===== src/inc/cr_seg_pkg.sv =====
// Shared constants and types for the card reader segment arbiter
package cr_seg_pkg;
  localparam int unsigned NUM_MASTERS     = 3;
  localparam int unsigned SEG_ADDR_W      = 20;
  localparam int unsigned CPU_ADDR_W      = 32;
  localparam int unsigned DATA_W          = 32;
  localparam int unsigned LIMIT_W         = 8;
  // Processor window prefix on the upper twelve bits
  localparam logic [11:0] WINDOW_PREFIX   = 12'h200;
  localparam logic [31:0] WINDOW_LAST     = 32'h200fffff;
  // Limit entry offsets in control register space
  localparam logic [15:0] LIMIT_BASE_OFS  = 16'h0c40;
  localparam logic [15:0] MEDIA_LIMIT_OFS = 16'h0c40;
  localparam logic [15:0] USB_LIMIT_OFS   = 16'h0c41;
  localparam logic [15:0] CPU_LIMIT_OFS   = 16'h0c42;
  localparam logic [7:0]  LIMIT_RESET     = 8'h10;
  // Slave base addresses on the segment
  localparam logic [19:0] MEDIA_SLV_BASE  = 20'h0f400;
  localparam logic [19:0] USB_SLV_BASE    = 20'h0f000;
  localparam logic [19:0] CPU_SLV_BASE    = 20'h0ec00;
  localparam logic [19:0] SLV_SPAN_MASK   = 20'hffc00;
  // Minimum tenure and idle run length in cycles
  localparam logic [7:0]  MIN_TENURE      = 8'h04;
  localparam logic [1:0]  IDLE_RUN        = 2'h2;
  // Bus transfer type: idle is the low code
  localparam logic [1:0]  HTRANS_IDLE     = 2'h0;
  typedef enum logic [1:0] {SLV_MEDIA, SLV_USB, SLV_CPU, SLV_NONE} slave_sel_type;
endpackage


===== src/inc/cr_seg_if.sv =====
// Interface joining the arbiter end to the master side end
`timescale 1ns/1ps
`default_nettype none
interface cr_seg_if;
  import cr_seg_pkg::*;
  logic [NUM_MASTERS-1:0] hbusreq;
  logic [NUM_MASTERS-1:0] hgrant;
  logic [1:0]             htrans;
  logic [SEG_ADDR_W-1:0]  haddr;
  logic                   cfg_wr;
  logic [15:0]            cfg_addr;
  logic [LIMIT_W-1:0]     cfg_wdata;
  logic [LIMIT_W-1:0]     cfg_rdata;
  modport arbiter (input hbusreq, htrans, cfg_wr, cfg_addr, cfg_wdata,
                   output hgrant, haddr, cfg_rdata);
  modport masters (output hbusreq, htrans, cfg_wr, cfg_addr, cfg_wdata,
                   input hgrant, haddr, cfg_rdata);
endinterface
`default_nettype wire


===== src/hdl/cr_rr_pick.sv =====
// Round-robin selector: next requester after the current owner
`timescale 1ns/1ps
`default_nettype none
module cr_rr_pick
  import cr_seg_pkg::*;
(
  // Requests and pointer
  input  wire logic [NUM_MASTERS-1:0] i_req,
  input  wire logic [1:0]             i_last,
  // Result
  output logic                        o_found,
  output logic [1:0]                  o_pick
);
  // Scan from the entry after the last owner, wrapping once
  always_comb begin
    logic [2:0] idx;
    idx     = 3'h0;
    o_found = 1'b0;
    o_pick  = 2'h0;
    for (int k = NUM_MASTERS; k >= 1; k--) begin
      idx = 3'({1'b0, i_last} + 3'(k));
      if (idx >= 3'(NUM_MASTERS)) begin
        idx = idx - 3'(NUM_MASTERS);
      end
      if (i_req[idx[1:0]]) begin
        o_found = 1'b1;
        o_pick  = idx[1:0];
      end
    end
  end
endmodule
`default_nettype wire


===== src/hdl/cr_seg_arbiter.sv =====
// Arbiter end of the card reader segment: grants, limits and window
//
// Overview of operation
// - Processor window ending 0x200fffff goes to segment
// - Only twenty address bits reach the segment
// - Processor prefixes 0x200 to slave addresses
// - Round-robin, all masters equal priority
// - Two idle cycles with waiter move grant
// - Tenure past limit with waiter moves grant
// - Tenure counts every cycle, idle or busy
// - Limit changes apply after an arbitration cycle
// - New owner keeps grant at least four cycles unless it drops its request
// - Limit field 7:0, resets to 0x10
// - Three limit entries at 0x0c40 to 0x0c42
// - Software tunes limits, eighteen and four suggested
// - Masters drop request with no data
// - Masters release bus when grant drops
// - Masters use 32-bit data at bus clock
// - Completion notifications go before new data
// - Owners move as much data as possible
// - Segment big-endian, bridge swaps for processor
// - Slaves at 0x0f400, 0x0f000 and 0x0ec00
`timescale 1ns/1ps
`default_nettype none
module cr_seg_arbiter
  import cr_seg_pkg::*;
(
  // Clock and reset
  input  wire logic                  i_clk,
  input  wire logic                  i_resetn,
  // Segment side
  cr_seg_if.arbiter                  bus,
  // Processor window
  input  wire logic [CPU_ADDR_W-1:0] i_cpu_addr,
  input  wire logic                  i_cpu_valid,
  output logic                       o_cpu_hit,
  output logic [SEG_ADDR_W-1:0]      o_cpu_seg_addr,
  // Slave decode of the segment address
  output logic [1:0]                 o_slave_sel,
  // Status
  output logic                       o_owner_valid,
  output logic [1:0]                 o_owner
);
  // Free or owned; a grant is only ever held while owned
  typedef enum logic [1:0] {ST_FREE, ST_OWNED} arb_state_type;

  // Slave decode used by the window and the segment
  function automatic logic [1:0] slave_of(input logic [19:0] a);
    if ((a & SLV_SPAN_MASK) == MEDIA_SLV_BASE) begin
      return SLV_MEDIA;
    end else if ((a & SLV_SPAN_MASK) == USB_SLV_BASE) begin
      return SLV_USB;
    end else if ((a & SLV_SPAN_MASK) == CPU_SLV_BASE) begin
      return SLV_CPU;
    end
    return SLV_NONE;
  endfunction

  arb_state_type      state_q, state_d;
  logic [LIMIT_W-1:0] limit_q [NUM_MASTERS];
  logic [LIMIT_W-1:0] act_limit_q, act_limit_d;
  logic [LIMIT_W-1:0] tenure_q, tenure_d;
  logic [1:0]         idle_q, idle_d;
  logic [1:0]         owner_q, owner_d;
  logic [NUM_MASTERS-1:0] grant_q, grant_d;
  logic               hit_q;
  logic [SEG_ADDR_W-1:0] cpu_seg_q;
  logic [1:0]         sel_q;
  logic [SEG_ADDR_W-1:0] haddr_q;
  logic [LIMIT_W-1:0] rdata_q;
  logic               owner_valid_q;

  // Window decode
  wire logic win_hit = i_cpu_valid && (i_cpu_addr[31:20] == WINDOW_PREFIX)
                       && (i_cpu_addr <= WINDOW_LAST);

  // Arbitration terms
  wire logic [NUM_MASTERS-1:0] others = bus.hbusreq & ~grant_q;
  wire logic waiting  = |others;
  wire logic min_done = tenure_q >= MIN_TENURE;
  wire logic idle_now = bus.htrans == HTRANS_IDLE;
  wire logic idle_out = (idle_q == IDLE_RUN) && waiting;
  wire logic over_lim = (tenure_q >= act_limit_q) && waiting;
  wire logic released = !bus.hbusreq[owner_q];
  logic       rr_found;
  logic [1:0] rr_pick;

  // Scan starts after the owner, so priority rotates evenly
  cr_rr_pick u_pick (
    .i_req   (bus.hbusreq),
    .i_last  (owner_q),
    .o_found (rr_found),
    .o_pick  (rr_pick)
  );

  // Next-state logic
  always_comb begin
    state_d     = state_q;
    owner_d     = owner_q;
    grant_d     = grant_q;
    act_limit_d = act_limit_q;
    // Tenure saturates so a long lone owner never wraps to a short count
    tenure_d    = (tenure_q == 8'hff) ? tenure_q : tenure_q + 8'h01;
    idle_d      = idle_now ? ((idle_q == IDLE_RUN) ? idle_q : idle_q + 2'h1) : 2'h0;
    case (state_q)
      ST_FREE: begin
        // Limit latched at grant, so a rewrite waits for the next tenure
        if (rr_found) begin
          state_d     = ST_OWNED;
          owner_d     = rr_pick;
          grant_d     = 3'(1) << rr_pick;
          act_limit_d = limit_q[rr_pick];
          tenure_d    = 8'h01;
          idle_d      = 2'h0;
        end
      end
      ST_OWNED: begin
        // An owner dropping its request frees the bus at once, no minimum
        if (released || (min_done && (idle_out || over_lim))) begin
          grant_d = '0;
          if (rr_found && (rr_pick != owner_q || released)) begin
            owner_d     = rr_pick;
            grant_d     = 3'(1) << rr_pick;
            act_limit_d = limit_q[rr_pick];
            tenure_d    = 8'h01;
            idle_d      = 2'h0;
            if (rr_pick == owner_q) begin
              grant_d = '0;
              state_d = ST_FREE;
            end
          end else begin
            state_d = ST_FREE;
          end
        end
      end
      default: begin
        state_d = ST_FREE;
        grant_d = '0;
      end
    endcase
  end

  // Arbiter state
  always_ff @(posedge i_clk) begin
    if (!i_resetn) begin
      state_q     <= ST_FREE;
      owner_q     <= 2'(NUM_MASTERS - 1); // so entry 0 scans first
      grant_q     <= '0;
      act_limit_q <= LIMIT_RESET;
      tenure_q    <= 8'h00;
      idle_q      <= 2'h0;
      owner_valid_q <= 1'b0;
    end else begin
      state_q     <= state_d;
      owner_q     <= owner_d;
      grant_q     <= grant_d;
      act_limit_q <= act_limit_d;
      tenure_q    <= tenure_d;
      idle_q      <= idle_d;
      owner_valid_q <= (state_d == ST_OWNED);
    end
  end

  // Limit entries, one per master
  for (genvar m = 0; m < NUM_MASTERS; m++) begin : g_limit
    always_ff @(posedge i_clk) begin
      if (!i_resetn) begin
        limit_q[m] <= LIMIT_RESET;
      end else if (bus.cfg_wr && bus.cfg_addr == LIMIT_BASE_OFS + 16'(m)) begin
        limit_q[m] <= bus.cfg_wdata;
      end
    end
  end

  // Limit readback; unmapped reads return zero
  wire logic [LIMIT_W-1:0] rd_mux =
    (bus.cfg_addr == MEDIA_LIMIT_OFS) ? limit_q[0] :
    (bus.cfg_addr == USB_LIMIT_OFS)   ? limit_q[1] :
    (bus.cfg_addr == CPU_LIMIT_OFS)   ? limit_q[2] : 8'h00;

  // Window and address outputs, registered
  always_ff @(posedge i_clk) begin
    if (!i_resetn) begin
      hit_q     <= 1'b0;
      cpu_seg_q <= '0;
      sel_q     <= SLV_NONE;
      haddr_q   <= '0;
      rdata_q   <= 8'h00;
    end else begin
      hit_q     <= win_hit;
      cpu_seg_q <= i_cpu_addr[SEG_ADDR_W-1:0]; // upper bits dropped
      sel_q     <= win_hit ? slave_of(i_cpu_addr[SEG_ADDR_W-1:0]) : SLV_NONE;
      haddr_q   <= i_cpu_addr[SEG_ADDR_W-1:0];
      rdata_q   <= rd_mux;
    end
  end

  // Every output comes straight from a register
  assign bus.hgrant    = grant_q;
  assign bus.haddr     = haddr_q;
  assign bus.cfg_rdata = rdata_q;
  assign o_cpu_hit      = hit_q;
  assign o_cpu_seg_addr = cpu_seg_q;
  assign o_slave_sel    = sel_q;
  assign o_owner_valid  = owner_valid_q;
  assign o_owner        = owner_q;
endmodule
`default_nettype wire


===== src/flat_wrapper.sv =====
// flat-port wrapper written by rule: the top's interface ports become plain ports
module cr_seg_arbiter_flat import cr_seg_pkg::*;
  (i_clk, i_resetn, i_cpu_addr, i_cpu_valid, o_cpu_hit, o_cpu_seg_addr, o_slave_sel, o_owner_valid, o_owner, bus_hbusreq, bus_htrans, bus_cfg_wr, bus_cfg_addr, bus_cfg_wdata, bus_hgrant, bus_haddr, bus_cfg_rdata);
  cr_seg_if bus_i ();
  input  wire logic i_clk;
  input  wire logic i_resetn;
  input  wire logic [CPU_ADDR_W-1:0] i_cpu_addr;
  input  wire logic i_cpu_valid;
  output logic o_cpu_hit;
  output logic [SEG_ADDR_W-1:0] o_cpu_seg_addr;
  output logic [1:0] o_slave_sel;
  output logic o_owner_valid;
  output logic [1:0] o_owner;
  input wire logic [$bits(bus_i.hbusreq)-1:0] bus_hbusreq;
  input wire logic [$bits(bus_i.htrans)-1:0] bus_htrans;
  input wire logic [$bits(bus_i.cfg_wr)-1:0] bus_cfg_wr;
  input wire logic [$bits(bus_i.cfg_addr)-1:0] bus_cfg_addr;
  input wire logic [$bits(bus_i.cfg_wdata)-1:0] bus_cfg_wdata;
  output wire logic [$bits(bus_i.hgrant)-1:0] bus_hgrant;
  output wire logic [$bits(bus_i.haddr)-1:0] bus_haddr;
  output wire logic [$bits(bus_i.cfg_rdata)-1:0] bus_cfg_rdata;
  assign bus_i.hbusreq = bus_hbusreq;
  assign bus_i.htrans = bus_htrans;
  assign bus_i.cfg_wr = bus_cfg_wr;
  assign bus_i.cfg_addr = bus_cfg_addr;
  assign bus_i.cfg_wdata = bus_cfg_wdata;
  assign bus_hgrant = bus_i.hgrant;
  assign bus_haddr = bus_i.haddr;
  assign bus_cfg_rdata = bus_i.cfg_rdata;
  cr_seg_arbiter u_core (.i_clk(i_clk), .i_resetn(i_resetn), .bus(bus_i), .i_cpu_addr(i_cpu_addr), .i_cpu_valid(i_cpu_valid), .o_cpu_hit(o_cpu_hit), .o_cpu_seg_addr(o_cpu_seg_addr), .o_slave_sel(o_slave_sel), .o_owner_valid(o_owner_valid), .o_owner(o_owner));
endmodule

===== config.mk =====
export PLATFORM = sky130hd
export DESIGN_NAME = cr_seg_arbiter_flat
export DESIGN_NICKNAME = d
export VERILOG_FILES = /design/src/inc/cr_seg_pkg.sv /design/src/inc/cr_seg_if.sv /design/src/hdl/cr_rr_pick.sv /design/src/hdl/cr_seg_arbiter.sv /design/src/flat_wrapper.sv
export SDC_FILE = /design/constraint.sdc
export NUM_CORES = 1
export LEC_CHECK = 0
export BUFFER_PORTS_ARGS = -buffer_cell sky130_fd_sc_hd__buf_4
export CORE_AREA = 4 4 99 101
export CTS_CLUSTER_DIAMETER = 120
export DETAILED_ROUTE_END_ITERATION = 7
export DIE_AREA = 0 0 103 105
export GPL_ROUTABILITY_DRIVEN = 0
export PLACE_DENSITY = 0.71
export SETUP_SLACK_MARGIN = 0.4
export SYNTH_ARGS = -nofsm -noshare
export SYNTH_HDL_FRONTEND = slang
export SYNTH_SLANG_ARGS = --single-unit

===== constraint.sdc =====
create_clock -name i_clk -period 2.8 [get_ports i_clk]
set_input_delay 0.56 -clock i_clk [delete_from_list [all_inputs] [get_ports i_clk]]
set_output_delay 0.56 -clock i_clk [all_outputs]
set_load 0.01 [all_outputs]

==> results.cfg, run 1 <==
[timing]
finalCriticalPeriod_ns = 2.39
rsz0062_at_grt = yes
maxSlewViolCount = 0
worst_pin_slew_ns = 0.578
hold_slack_ns = 0.379
hold_violations = 0
setup_viol = 0
setup_tns_ns = 0
finalClockSkew_ns = 0.0111
timing.slew.headroom = 0.614
fmax_mhz = 419
finalCritPeriodShare = 0.852
setup_ws_ns = 0.415

[critical_path]
cp_data_arrival_time_ns = 2.61
end_kind = flop
crit_path_max_fanout = 11
critical_path_class = flop to flop
start_kind = flop
crit_chain = inv_4 > ha_4 > or3b_4 > a21o_1 > a311oi_4 > o31ai_4 > buf_4 > nor4_1 > a31oi_1
critPathRequiredTime_ns = 3.03
max_stage_delay_ns = 0.40
slowest_stage = dfxtp_4

[power]
power_leakage_uw = 0.00219
sw_frac_of_total = 0.292
power.switching_uw = 886
seq_power_share = 0.443
power_frac_comb = 0.243
p_int_uw = 2140
peakVddDrop_v = 0.000420
p_per_area_nw_per_um2 = 591
total_power_uw = 3030
clkPwrFrac = 0.314

[detailed_routing]
vias = 3146
drt-initial-drc-count = 179
drtAntennaViolNets = 0
drtPass1Iterations = 4
wirelength_um = 9510
vias_per_cell = 5.23
drc = 0
wl_per_cell_um = 15.8

[synthesis]
synthFlopType = dfxtp_1
netlist_area_um2 = 3940
synth_warnings = 0
synth-edff-count = 24
ys_seq_area_frac = 0.473
async_flop_share = 0
yosys_register_bits = 81
synthCells = 374
synthDistinctLibCells = 63
synthesis.nets = 454
syn_area_per_cell_um2 = 10.5

[die]
core_area_um2 = 9020
top_level_ports = 122
die_w_um = 103
initial_utilization = 0.436
num_rows = 35
fp.dieH_um = 105
dieArea_um2 = 10800

[clock_network]
cts_tree = built
clockBufferDepth = 2
clkTransAtPathRegs_ns = 0.09
cts-root-buf = clkbuf_8
cts_buffers = 9
clock_sinks = 81
clk_latency_ns = 0.34
htree_levels = 3
ctsHoldBuffers = 0

[place]
io_buffers = 121
post-place-ws_ns = 0.341
dp_hpwl_um = 7120

[layout]
multiInputGateArea_um2 = 1830
drive_gt1_frac = 0.380
syn_to_final_growth_pct = 30.3
regArea_um2 = 1870
antennaDiodeCount = 0
fillers = 813
final_nets = 565

[job]
maxCapViolations = 0

[global_routing]
track_usage = 0.175
grt_pass1_wl_um = 15000
grt_pass1_vias = 3113
antenna_found_initial = 0
grt_max_degree = 32
grt_overflow_total = 0

[run_status]
status = completed

[worst_hold_path]
min_path_type = primary input to flop
metal layers:
layer	vias up	track usage	wire length, um	share of wire
li1	1579	-	-	-
met1	1494	0.224	3990	0.42
met2	69	0.298	5060	0.53
met3	4	0.0247	390	0.041
met4	0	0.0574	59	0.0062
met5	-	0	0	0
through the flow:
step,utilization,area (um^2),std cells
3_3_place_gp,0.535,4830,581
3_5_place_dp,0.535,4830,581
5_1_grt,0.568,5130,601
4_1_cts,0.562,5070,598
6_report,0.568,5130,601
2_1_floorplan,-,3960,374
cell usage after synthesis, types with 6 or more instances:
library cell | number | area, um^2
nand3_1 | 14 | 70.1
nor2_1 | 17 | 63.8
nand2b_1 | 9 | 56.3
a21oi_1 | 21 | 105
and2_1 | 41 | 257
ha_1 | 15 | 188
a211oi_2 | 6 | 75.1
nor3_2 | 6 | 60.1
o21ai_0 | 7 | 35.0
edfxtp_1 | 24 | 721
a222oi_1 | 9 | 90.1
dfxtp_1 | 57 | 1140
buf_4 | 20 | 150
nand2_1 | 17 | 63.8
a22o_1 | 7 | 61.3
inv_1 | 17 | 63.8
and3_1 | 9 | 56.3
clkbuf_1 | 6 | 22.5
cells by family (layout without fill, tap and decap cells):
kind of cell             after synthesis  count (layout)  synth area share
AND/OR/NAND/NOR                      139             139             0.213
AO/OA/AOI/OAI                         83              84             0.175
flip-flops                            81              81             0.473
buffers and inverters                 50             165            0.0782
adder cells (fa/ha/maj)               15              15            0.0477
XOR/XNOR                               3               3           0.00668
multiplexers                           2               2           0.00541
other                                  1               1          0.000953
timing repair:
action,CTS,global route
buffers inserted,1,2
setup endpoints to repair,12,22
pin swaps,1,5
cloned,0,1
resized for setup,2,7
endpoints found under the hold margin,0,0
state kept, by name, indices dropped and copies added, names as in the netlist:
register,cells
u_core.tenure_q,8
u_core.idle_q,2
u_core.state_q,2
u_core.act_limit_q,8
u_core.bus.hgrant,3
u_core.o_owner_valid,1
u_core.o_cpu_seg_addr,20
u_core.o_owner,2
u_core.o_cpu_hit,1
u_core.o_slave_sel,2
u_core.bus.cfg_rdata,8
u_core.limit_q,24
final cells by class:
class,count,share of cell area
sequential,81,0.365
clock buffer,9,0.0242
timing repair buffer,131,0.194
multi-input combinational,244,0.356
tap,111,0.0271
inverter,18,0.0142
clock inverter,7,0.0195
cell usage in the layout, fill, tap and decap left out, types with 7 or more instances in the layout:
cell / synthesis / routed
a222oi_1: 9 / 9
inv_1: 17 / 15
nor2_1: 17 / 17
ha_1: 15 / 13
a21oi_1: 21 / 21
nand2_1: 17 / 16
nand2b_1: 9 / 9
nand3_1: 14 / 14
edfxtp_1: 24 / 24
o21ai_0: 7 / 7
a22o_1: 7 / 7
clkbuf_8: 0 / 9
buf_4: 20 / 130
and3_1: 9 / 8
a211oi_2: 6 / 7
dfxtp_1: 57 / 55
and2_1: 41 / 41
worst max-delay path, delay by kind of cell, from the launching register on:
family          cells  cell delay [ns]
compound gates      4             0.75
simple gates        2             0.63
flops               1             0.40
fa+ha+maj           1             0.25
buf+inv             2             0.23
power by group through the flow:
stage / logic [uW] / clock network, uW / registers, uW
2_1_floorplan: 471 / 0 / 1360
3_3_place_gp: 668 / 0 / 1360
3_5_place_dp: 682 / 0 / 1370
4_1_cts: 702 / 976 / 1340
5_1_grt: 805 / 1020 / 1350
6_report: 738 / 952 / 1340
path summary, 6_finish.rpt:
check	cells past startpoint	endpoint	slack, ns	startpoint
setup / recovery	9	u_core.o_owner[1]$_SDFFE_PN1P_	0.41	u_core.o_owner[0]$_SDFFE_PN0P_
hold / removal	2	u_core.o_cpu_hit$_SDFF_PN0_	0.38	i_cpu_addr[20]
setup reg to reg	9	u_core.o_owner[1]$_SDFFE_PN1P_	0.41	u_core.o_owner[0]$_SDFFE_PN0P_
hold reg to reg	2	u_core.bus.hgrant[1]$_SDFFE_PN0P_	0.51	u_core.bus.hgrant[1]$_SDFFE_PN0P_
Note: power is estimated with default switching activity, not from simulation.
==> run 2, diff against run 1 <==
CELL_PAD_IN_SITES_DETAIL_PLACEMENT = 0   (was not set)
CELL_PAD_IN_SITES_GLOBAL_PLACEMENT = 1   (was not set)
CORE_AREA = 4 4 111 113   (was 4 4 99 101)
DIE_AREA = 0 0 115 117   (was 0 0 103 105)
PLACE_DENSITY = 0.72   (was 0.71)
SYNTH_HIERARCHICAL = 1   (was not set)
==> run 2 against run 1 <==
Synthesized cell count rose by 1.9%. Power rose by 4.1%. Sequential cell count did not move. Utilization fell by 11 points. Sequential share of layout area fell by 0.37 points. Wire length fell by 9.7%. Worst hold slack improved by 0.030 ns. Setup slack improved by 0.14 ns. Critical endpoint is now u_core/bus.hgrant[2]$_SDFFE_PN0P_. Largest cell class unchanged.
==> results.cfg, run 2 <==
[synthesis]
synth-edff-count = 24
synthCells = 381
synth_top_area_frac = 0.301
netlist_area_um2 = 3790
synthesis.nets = 461
syn_area_per_cell_um2 = 9.96
synthDistinctLibCells = 50
ys_seq_area_frac = 0.491
synth_warnings = 6
synth_top_cell_by_area = dfxtp_1
yosys_register_bits = 81
synth_most_common_cell = dfxtp_1
synthFlopType = dfxtp_1
synth_area_leaders = dfxtp_1 30%, edfxtp_1 19%, and2_1 7.3%
yosys-top-cells-count = 57 x dfxtp_1, 44 x and2_1, 37 x nand2_1
async_flop_share = 0

[clock_network]
htree_levels = 3
cts_buffers = 9
clk_latency_ns = 0.34
clkTransAtPathRegs_ns = 0.06
cts-root-buf = clkbuf_16
clockBufferDepth = 2
clock_sinks = 81
cts_tree = built

[die]
core_area_um2 = 11300
dieArea_um2 = 13500
fp.dieH_um = 117
top_level_ports = 122
initial_utilization = 0.335
die_w_um = 115
num_rows = 39

[timing]
finalCriticalPeriod_ns = 2.25
hold_slack_ns = 0.409
finalClockSkew_ns = 0.00263
finalCritPeriodShare = 0.802
maxSlewViolCount = 0
setup_tns_ns = 0
setup_viol = 0
hold_violations = 0
rsz0062_at_grt = no
fmax_mhz = 445
setup_ws_ns = 0.554

[detailed_routing]
wl_per_cell_um = 13.4
drtPass1Iterations = 4
vias_per_cell = 4.70
drc = 0
drt-initial-drc-count = 128
vias = 3018
drtAntennaViolNets = 0
wirelength_um = 8590

[place]
dp_hpwl_um = 6530
post-place-ws_ns = 0.259
io_buffers = 121

[job]
maxCapViolations = 0

[critical_path]
critical_path_class = flop to flop
cp_data_arrival_time_ns = 2.51
r2r_slack_ns = 0.55
start_kind = flop
r2r-start = u_core/o_owner[1]$_SDFFE_PN1P_
startpoint = u_core/o_owner[1]$_SDFFE_PN1P_
end_kind = flop
critPathRequiredTime_ns = 3.06
crit_path_max_fanout = 8

[global_routing]
grt_overflow_total = 0
antenna_found_initial = 0
grt_max_degree = 33
track_usage = 0.128
grt_pass1_vias = 2964
grt_pass1_wl_um = 13700

[layout]
regArea_um2 = 1870
fillers = 1086
syn_to_final_growth_pct = 36.7
largest-register = u_core/limit_q
largest_reg_flops = 24
final_nets = 574
multiInputGateArea_um2 = 1740
final_common_cell = buf_4
drive_gt1_frac = 0.343
antennaDiodeCount = 0
layout_common_cells = 131 x buf_4, 54 x dfxtp_1, 43 x and2_1

[worst_hold_path]
min_path_type = primary input to flop
min_from = i_cpu_addr[25]

[power]
p_per_area_nw_per_um2 = 608
peakVddDrop_v = 0.000370
power_leakage_uw = 0.00223

[run_status]
status = completed
run 2: cell types whose count changed after synthesis, moves of 5 or more:
cell,change
a211oi_2,-6
a21oi_1,-14
a22o_1,-7
mux2i_1,+13
nand2_1,+20
nor2b_1,+10
nor3_2,-5
o21ai_0,+12
run 2: logic make-up after synthesis:
group                      after synthesis  share of synthesized area
and+or+nand+nor                        164                      0.241
DFF                                     81                      0.491
AOI/OAI and AO/OA                       55                      0.102
muxes                                   14                     0.0369
buffers and inverters                   46                     0.0676
other                                    1                   0.000988
xor gates and xnor gates                 5                     0.0115
adders and majority gates               15                     0.0495
run 2: worst paths after layout:
kind | to | cells past startpoint
worst max register to register | u_core/bus.hgrant[2]$_SDFFE_PN0P_ | 10
worst max-delay path | u_core/bus.hgrant[2]$_SDFFE_PN0P_ | 10
worst min-delay path | u_core/o_cpu_hit$_SDFF_PN0_ | 2
worst min register to register | u_core/act_limit_q[7]$_SDFFE_PN0P_ | 2
run 2: per-stage QoR:
step           cell area [um^2]  cells   util  power [uW]
2_1_floorplan              3820    381      -        1690
3_3_place_gp               4760    621  0.420        1870
3_5_place_dp               4760    621  0.420        1880
4_1_cts                    5140    642  0.454        3170
5_1_grt                    5190    642  0.458        3320
6_report                   5190    642  0.458        3150
run 2: critical path: stages, from the launching register on:
cell     delay [ns]
dfxtp_4        0.36
inv_2          0.05
ha_4           0.32
o21a_1         0.15
a21oi_2        0.04
o211a_1        0.24
xor2_2         0.14
o21ai_1        0.08
and2_4         0.15
or4b_4         0.50
mux2i_1        0.15
run 2: layout make-up:
| class | count | share of cell area |
|---|---|---|
| Sequential cell | 81 | 0.361 |
| Clock inverter | 6 | 0.0178 |
| Inverter | 15 | 0.0109 |
| Multi-Input combinational cell | 254 | 0.336 |
| Timing Repair Buffer | 133 | 0.196 |
| Clock buffer | 10 | 0.0441 |
| Tap cell | 143 | 0.0345 |
run 2: where the power goes:
part           total (uW)  switching (uW)  internal [uW]
registers            1320            44.4           1280
logic                 586             285            301
clock network        1240             461            783
total                3150             791           2360
run 2: repair_timing:
| action | in CTS | in global routing |
|---|---|---|
| setup buffers | 4 | 0 |
| gates cloned | 1 | 0 |
| resized for setup | 9 | 11 |
| pin swaps | 6 | 9 |
| hold buffers | 0 | 0 |
| setup endpoints to repair | 12 | 18 |
run 2: metal layers:
| layer | part of all wire | track usage |
|---|---|---|
| met5 | 0 | 0 |
| met4 | 0.011 | 0.0509 |
| met3 | 0.086 | 0.0360 |
| met2 | 0.49 | 0.227 |
| met1 | 0.42 | 0.146 |
